$ cat src/hdl/ovpd_pkg.sv
// Constants for the overvoltage protection and dead time stage.
// Assumes a 20 MHz system clock and a plain one-cycle register port.
// Contract
// - Monitor one counts as overvoltage when enabled
// - Monitor zero counts as overvoltage when enabled
// - Two-bit mode selects forced output pattern
// - Forced levels follow upper and lower polarity
// - Emergency mode wins when both conditions present
// - Select bit routes port or monitor input
// - Monitor source bypasses the noise filter
// - Release bit enables automatic protection exit
// - Exit at next period buffer update
// - Enable bit turns protection on or off
// - Disable only after two keys then clear
// - Status bit shows selected input level
// - Status bit shows protected state, resets 0
// - Dead time delays turn-on at each swap
// - Eight-bit dead time, 200 ns step
// - Upper and lower polarity chosen independently
// - Port input filtered low for count times sixteen
// - Entering protection raises an interrupt request
// - Never release while input still low; clearing enable releases regardless of input
package ovpd_pkg;
   localparam logic [3:0] ADDR_CTRL = 4'h0;
   localparam logic [3:0] ADDR_STAT = 4'h1;
   localparam logic [3:0] ADDR_KEY = 4'h2;
   localparam logic [3:0] ADDR_DEAD = 4'h3;
   localparam logic [3:0] ADDR_OUTSET = 4'h4;
   localparam int B_EN = 0;
   localparam int B_RS = 1;
   localparam int B_ISEL = 2;
   localparam int B_MD0 = 3;
   localparam int B_AD0 = 5;
   localparam int B_AD1 = 6;
   localparam int B_CNT0 = 8;
   localparam int B_POLL = 0;
   localparam int B_POLH = 1;
   localparam int B_EMD0 = 2;
   localparam logic [7:0] KEY1 = 8'h5A;
   localparam logic [7:0] KEY2 = 8'hA5;
   localparam logic [1:0] MD_NONE = 2'h0;
   localparam logic [1:0] MD_UPON = 2'h1;
   localparam logic [1:0] MD_LOON = 2'h2;
   localparam logic [1:0] MD_OFF = 2'h3;
   localparam int FILT_STEP = 16;
   localparam int SYS_MHZ = 20;
   localparam int DT_STEP_NS = 200;
   localparam int DT_STEP_CYC = (DT_STEP_NS * SYS_MHZ) / 1000;
   typedef enum logic [1:0] {KS_IDLE, KS_ONE, KS_TWO} ovpd_key_t;
endpackage

$ cat src/hdl/ovpd_top.sv
// Overvoltage protection, dead time and polarity stage for six phase outputs.
// Assumes PWM levels, period update pulse and emergency inputs come from the same clock.
`timescale 1ns/1ps
module ovpd_top #(
   parameter int DT_BITS = 8
) (
   // Clock and reset
   input wire logic CLOCK,
   input wire logic RESET_N,
   // Register port
   input wire logic [3:0] ADDR,
   input wire logic [31:0] WDATA,
   input wire logic WR,
   input wire logic RD,
   output logic [31:0] RDATA,
   // Pins and monitors
   input wire logic OVV_PIN_N,
   input wire logic ADC_MON0,
   input wire logic ADC_MON1,
   // PWM core side
   input wire logic [2:0] PWM_UPPER,
   input wire logic PERIOD_UPDATE,
   input wire logic EMG_ACTIVE,
   input wire logic [1:0] EMG_MODE,
   // Outputs
   output logic [2:0] UPPER_OUT,
   output logic [2:0] LOWER_OUT,
   output logic OVV_IRQ
);

   typedef struct packed {
      logic [1:0] pin_sync;
      logic [8:0] ctrl;
      logic [3:0] cnt;
      logic [7:0] dead;
      logic [3:0] outset;
      ovpd_pkg::ovpd_key_t key;
      logic [7:0] filt;
      logic prot;
      logic irq;
      logic [31:0] rdata;
      logic [2:0] up_prev;
      logic [2:0][DT_BITS+4:0] dcnt;
      logic [2:0] up_out;
      logic [2:0] lo_out;
   } ovpd_state_t;

   ovpd_state_t s_r;
   ovpd_state_t s_nxt;

   logic en, rs, isel;
   logic [1:0] md, act_md;
   logic adc_ovv, pin_low, ovv_in, ovv_det;
   logic [7:0] filt_len;
   logic [2:0] want_up, want_lo;
   logic [2:0] up_eff, lo_eff;
   logic polh, poll;

   always_comb begin
      s_nxt = s_r;
      en = s_r.ctrl[ovpd_pkg::B_EN];
      rs = s_r.ctrl[ovpd_pkg::B_RS];
      isel = s_r.ctrl[ovpd_pkg::B_ISEL];
      md = s_r.ctrl[ovpd_pkg::B_MD0 +: 2];
      poll = s_r.outset[ovpd_pkg::B_POLL];
      polh = s_r.outset[ovpd_pkg::B_POLH];
      s_nxt.pin_sync = {s_r.pin_sync[0], OVV_PIN_N};
      pin_low = ~s_r.pin_sync[1];
      // Monitors are active high; they skip the filter entirely
      adc_ovv = (s_r.ctrl[ovpd_pkg::B_AD1] & ADC_MON1)
              | (s_r.ctrl[ovpd_pkg::B_AD0] & ADC_MON0);
      // Zero count acts as one
      filt_len = (s_r.cnt == 4'h0) ? 8'(ovpd_pkg::FILT_STEP)
               : 8'(s_r.cnt * ovpd_pkg::FILT_STEP);
      if (pin_low) begin
         if (s_r.filt != 8'hFF)
            s_nxt.filt = s_r.filt + 8'h01;
      end else begin
         s_nxt.filt = 8'h00;
      end
      ovv_in = isel ? adc_ovv : pin_low;
      ovv_det = isel ? adc_ovv
              : (pin_low && s_r.filt >= filt_len - 8'h01);
      s_nxt.irq = 1'b0;
      if (en && ovv_det && !s_r.prot) begin
         s_nxt.prot = 1'b1;
         s_nxt.irq = 1'b1;
      end else if (s_r.prot && !en) begin
         s_nxt.prot = 1'b0;
      end else if (s_r.prot && rs && PERIOD_UPDATE && !ovv_in) begin
         s_nxt.prot = 1'b0;
      end
      // Register writes
      if (WR) begin
         case (ADDR)
            ovpd_pkg::ADDR_CTRL: begin
               s_nxt.cnt = WDATA[ovpd_pkg::B_CNT0 +: 4];
               s_nxt.ctrl[8:1] = WDATA[8:1];
               s_nxt.ctrl[7] = 1'b0;
               // Clearing enable needs the key pair just before
               if (WDATA[ovpd_pkg::B_EN] || s_r.key == ovpd_pkg::KS_TWO)
                  s_nxt.ctrl[ovpd_pkg::B_EN] = WDATA[ovpd_pkg::B_EN];
            end
            ovpd_pkg::ADDR_DEAD: s_nxt.dead = WDATA[7:0];
            ovpd_pkg::ADDR_OUTSET: s_nxt.outset = WDATA[3:0];
            default: ;
         endcase
         // Any write breaks the key sequence unless it is the next step
         if (ADDR == ovpd_pkg::ADDR_KEY && WDATA[7:0] == ovpd_pkg::KEY1)
            s_nxt.key = ovpd_pkg::KS_ONE;
         else if (ADDR == ovpd_pkg::ADDR_KEY && WDATA[7:0] == ovpd_pkg::KEY2
                  && s_r.key == ovpd_pkg::KS_ONE)
            s_nxt.key = ovpd_pkg::KS_TWO;
         else
            s_nxt.key = ovpd_pkg::KS_IDLE;
      end
      // Read data
      s_nxt.rdata = 32'h0000_0000;
      if (RD) begin
         case (ADDR)
            ovpd_pkg::ADDR_CTRL: s_nxt.rdata = {20'h00000, s_r.cnt, 1'h0,
                                                s_r.ctrl[6:0]};
            ovpd_pkg::ADDR_STAT: s_nxt.rdata = {30'h0, ~ovv_in, s_r.prot};
            ovpd_pkg::ADDR_DEAD: s_nxt.rdata = {24'h000000, s_r.dead};
            ovpd_pkg::ADDR_OUTSET: s_nxt.rdata = {28'h0000000, s_r.outset};
            default: s_nxt.rdata = 32'h0000_0000;
         endcase
      end
      // Emergency pattern overrides overvoltage pattern
      act_md = EMG_ACTIVE ? EMG_MODE : (s_r.prot ? md : ovpd_pkg::MD_NONE);
      case (act_md)
         ovpd_pkg::MD_UPON: begin
            want_up = 3'b111;
            want_lo = 3'b000;
         end
         ovpd_pkg::MD_LOON: begin
            want_up = 3'b000;
            want_lo = 3'b111;
         end
         ovpd_pkg::MD_OFF: begin
            want_up = 3'b000;
            want_lo = 3'b000;
         end
         default: begin
            want_up = PWM_UPPER;
            want_lo = ~PWM_UPPER;
         end
      endcase
      s_nxt.up_prev = want_up;
      for (int i = 0; i < 3; i++) begin
         // Any change of the phase restarts the dead count; the rising side waits
         if (want_up[i] != s_r.up_prev[i] || want_lo[i] == want_up[i])
            s_nxt.dcnt[i] = (DT_BITS+5)'(s_r.dead * ovpd_pkg::DT_STEP_CYC);
         else if (s_r.dcnt[i] != '0)
            s_nxt.dcnt[i] = s_r.dcnt[i] - 1'b1;
         up_eff[i] = want_up[i] && (s_r.dcnt[i] == '0 || want_lo[i] == want_up[i]);
         lo_eff[i] = want_lo[i] && (s_r.dcnt[i] == '0 || want_lo[i] == want_up[i]);
         if (want_up[i] != s_r.up_prev[i]) begin
            up_eff[i] = 1'b0;
            lo_eff[i] = 1'b0;
         end
      end
      s_nxt.up_out = polh ? up_eff : ~up_eff;
      s_nxt.lo_out = poll ? lo_eff : ~lo_eff;
   end

   always_ff @(posedge CLOCK or negedge RESET_N) begin
      if (!RESET_N) begin
         s_r <= '0;
         s_r.pin_sync <= 2'b11;
         s_r.outset <= 4'h3;
         s_r.up_prev <= 3'b000;
      end else begin
         s_r <= s_nxt;
      end
   end

   assign RDATA = s_r.rdata;
   assign UPPER_OUT = s_r.up_out;
   assign LOWER_OUT = s_r.lo_out;
   assign OVV_IRQ = s_r.irq;
endmodule

$ cat config.mk
export PLATFORM = sky130hd
export DESIGN_NAME = ovpd_top
export DESIGN_NICKNAME = d
export VERILOG_FILES = /design/src/hdl/ovpd_pkg.sv /design/src/hdl/ovpd_top.sv
export SDC_FILE = /design/constraint.sdc
export NUM_CORES = 1
export LEC_CHECK = 0
export BUFFER_PORTS_ARGS = -buffer_cell sky130_fd_sc_hd__buf_2
export CAP_MARGIN = 10
export CORE_MARGIN = 4
export CORE_UTILIZATION = 55
export CTS_CLUSTER_DIAMETER = 100
export DETAILED_ROUTE_END_ITERATION = 10
export GPL_TIMING_DRIVEN = 0
export MAX_ROUTING_LAYER = met4
export PLACE_DENSITY = 0.8
export SLEW_MARGIN = 40
export SYNTH_ARGS = -nofsm -noshare
export SYNTH_HDL_FRONTEND = slang
export SYNTH_SLANG_ARGS = --single-unit
$ cat constraint.sdc
create_clock -name CLOCK -period 3.9 [get_ports CLOCK]
set_clock_uncertainty 0.2 [all_clocks]
set_input_delay 0.39 -clock CLOCK [delete_from_list [all_inputs] [get_ports CLOCK]]
set_output_delay 0.39 -clock CLOCK [all_outputs]
set_load 0.03 [all_outputs]
==> results by stage <==
Detailed routing:
- The wire length after detailed routing is roughly 11 mm.
- The number of design rule violations left after detail routing is 0.
- The final route contains 3993 vias.
- The count of TritonRoute iterations in the first routing pass is 5.
- Dividing the detail-routed via count by the number of cells gives 5.648.
- The initial detailed-routing violation count is ~270.
- The count of nets left with antenna violations once routing finished came out at 0.
- The wire length per cell is 15.61 um.

Timing:
- The maximum achievable frequency is 371.1 MHz.
- The final worst slack is about 1200 ps.
- The worst pin sits at a relative slew slack of 0.4648.
- Setup repair after global routing left no endpoint under its margin.
- Setup violations remaining at the end of the flow were counted as 0.
- The actual transition at the worst max-transition pin is 802.9 ps.
- Across all hold checks on the routed design, the worst slack comes to about 44 ps.
- The post-route clock period utilization is 0.6909.
- The number of hold-slack violations in the final timing report came to 0.
- The final-report max-slew violation count is 0.
- Adding up every negative setup slack in the final design gives 0 ps.
- The final critical delay including setup and external delays is ~2700 ps.

Yosys:
- The number of cells produced by synthesis is 495.
- The mean post-synth cell area is 10.57 um^2.
- The most instantiated flip-flop cell in the synthesis netlist is dfrtp_1.
- Yosys printed 0 warnings.
- The mapped cell area is 5234 um^2.
- The synthesized design contains 0 enable-type register cells.
- The distinct cell type count after synthesis is 59.
- The number of storage elements in the synthesis netlist is 97.
- The async set-or-reset flop fraction in the synthesized netlist is 1.000.
- The sequential cell area fraction in the yosys report is 0.4647.

Global route:
- Entering global routing, the biggest net connects 80 pins.
- The number of global-route vias before repair was between 3000 and 4000.
- The first global-routing pass estimated 18.79 mm of wire.
- The total overflow left after global routing is 0.
- In the global route stage, overall resource usage came out at 0.2130.
- The number of antenna violations at the first check in global routing came to 0.

Critical path:
- Data on the critical path is required at its endpoint by 3960 ps.
- The worst setup path is launched from a flip-flop.
- For the worst setup path, the data arrival time is about 2800 ps.
- The type of element capturing the critical path is a flip-flop.
- In this run the worst path has a maximum fanout of 10.
- By startpoint and endpoint, the worst setup path is classified as flip-flop to flip-flop.

Clocking:
- Clock tree synthesis found a total of 97 sinks.
- The buffer count from post-CTS setup fixing is 0.
- The library cell used as clock root buffer is clkbuf_8.
- The number of CTS-inserted buffers is 9.
- The number of H-tree levels is 3.
- The clock tree from TritonCTS is built.
- The latest clock arrival within the worst-skew pair is 370 ps.
- The number of gates resized after CTS was 0.
- The longest clock path from root to sink contains 2 buffers.
- The hold buffer count at CTS is 2.
- The clock slew seen by the registers of the worst setup and hold paths is 110 ps.

Placed design:
- The post-DP HPWL is approximately 8.1 mm.
- After detailed placement, the total cell area comes to 5729 um^2.
- The pre-CTS setup slack is 1209 ps.
- During placement, the flow inserted port buffers numbering between 40 and 50.
- The global placer's final weighted congestion is 0.8935.

Power:
- IR analysis of the VDD net gives a maximum drop of 0.0003331 V.
- Dividing total power by cell area gives a power density of 552.2 nW/um^2.
- The analysis attributes to cell leakage a power of 2.718 nW.

Die:
- The die is about 110 um tall.
- The initial utilization of the core area, before any placement, comes to 0.5664.
- Measured along the x axis, the die boundary spans 105.6 um.
- The area of the die is 11140 um^2.
- The area of the core is around 9000 um^2.
- Pin placement for this block handled 89 I/O pins.
- The number of placement rows is 35.

Cells and area:
- The count of antenna diodes in the layout is 0.
- In the final layout, the share of cells above drive strength 1 is 0.3010.
- Leaving out fill and tap cells, the most frequent cell in the layout is dfrtp_1.
- At the end of the flow, the number of nets in the layout was around 630.
- The growth of design area from synthesis to finish is 14.01%.
- The library cells used most frequently in the layout, excluding fill and tap cells, are dfrtp_1, buf_2, mux2_2, buf_4, nor2_1.
- The post-route standard cell area excluding fillers is 5967 um^2.

Hold path:
- In this run the worst hold path is classified as input port to flip-flop.

Status:
- The flow ran to the end, and the final reports show no timing, DRC or antenna violations.

Flow run:
- The count of max-cap constraint violations is 0.
## stage by stage
stage | std cells | util | total power [mW]
2_1_floorplan | 514 | - | 2.310
3_3_place_gp | 688 | 0.6160 | 2.538
3_5_place_dp | 689 | 0.6200 | 2.616
4_1_cts | 707 | 0.6448 | 3.304
5_1_grt | 707 | 0.6458 | 3.516
6_report | 707 | 0.6458 | 3.295
## sequential cells by signal, summed over array words and instances (netlist names)
register and flops:
s_r 70, RDATA 12, LOWER_OUT 3, UPPER_OUT 3
md 2, OVV_IRQ 1, en 1, isel 1
polh 1, poll 1, rs 1, s_nxt 1
## worst max-delay path, stage by stage, from the launching register on
cell,delay (ps)
dfrtp_1,410
inv_1,100
ha_1,210
or3b_2,470
clkbuf_1,200
nor4_2,360
buf_4,240
o21ai_0,120
mux2_2,280
## cells by family (layout without fill, tap and decap cells)
kind of cell,count (synthesis),in the layout,share of synthesized area
XOR/XNOR,19,19,0.03180
multiplexers,49,49,0.1042
adder cells (fa/ha/maj),9,9,0.02152
AND/OR/NAND/NOR,154,154,0.1731
flip-flops,97,97,0.4647
buffers and inverters,66,130,0.07698
AO/OA/AOI/OAI,100,100,0.1269
other,1,20,0.0007165
## final timing paths
kind	startpoint	end	slack [ps]	cells past startpoint
setup / recovery	s_r[19]	s_r[22]	1210	8
hold / removal	WDATA[10]	s_r[106]	40	2
setup reg to reg	s_r[19]	s_r[22]	1210	8
hold reg to reg	s_nxt[118]	s_r[118]	170	0
max in group asynchronous	RESET_N	polh	2630	3
min in group asynchronous	RESET_N	s_r[19]	220	2
## cells in the mapped netlist (8+ instances only)
library cell	number	area (um^2)
dfrtp_1	93	2327
mux2_2	44	495.5
buf_4	40	300.3
nor2_1	27	101.4
a21oi_1	23	115.1
nand2_1	21	78.83
o21ai_0	21	105.1
o31ai_1	17	127.6
inv_1	13	48.80
nor3_1	12	60.06
nand3_1	11	55.05
or4_1	11	82.58
xnor2_1	10	87.58
clkbuf_1	9	33.78
ha_1	9	112.6
or3_1	9	56.30
xor2_1	9	78.83
and3_1	8	50.05
## layer usage
layer	GRT usage	wire (um)	vias to the layer above
li1	-	-	1925
met2	0.3402	5554	97
met4	0.06568	124	0
met3	0.04042	491	12
met1	0.2780	4863	1959
met5	-	0	-
## cell type report
type,count,area (um^2)
Sequential cell,97,2432
Clock inverter,7,85.08
Inverter,13,48.80
Multi-Input combinational cell,351,2479
Clock buffer,9,123.9
Buffer,53,354.1
Tap cell,129,161.4
Timing Repair Buffer,48,282.8
Fill cell,764,3273
## power breakdown
part / internal (mW) / switching, mW
clock: 0.309 / 0.371
combinational: 0.543 / 0.576
sequential: 1.23 / 0.263
Note: power is estimated with default switching activity, not from simulation.
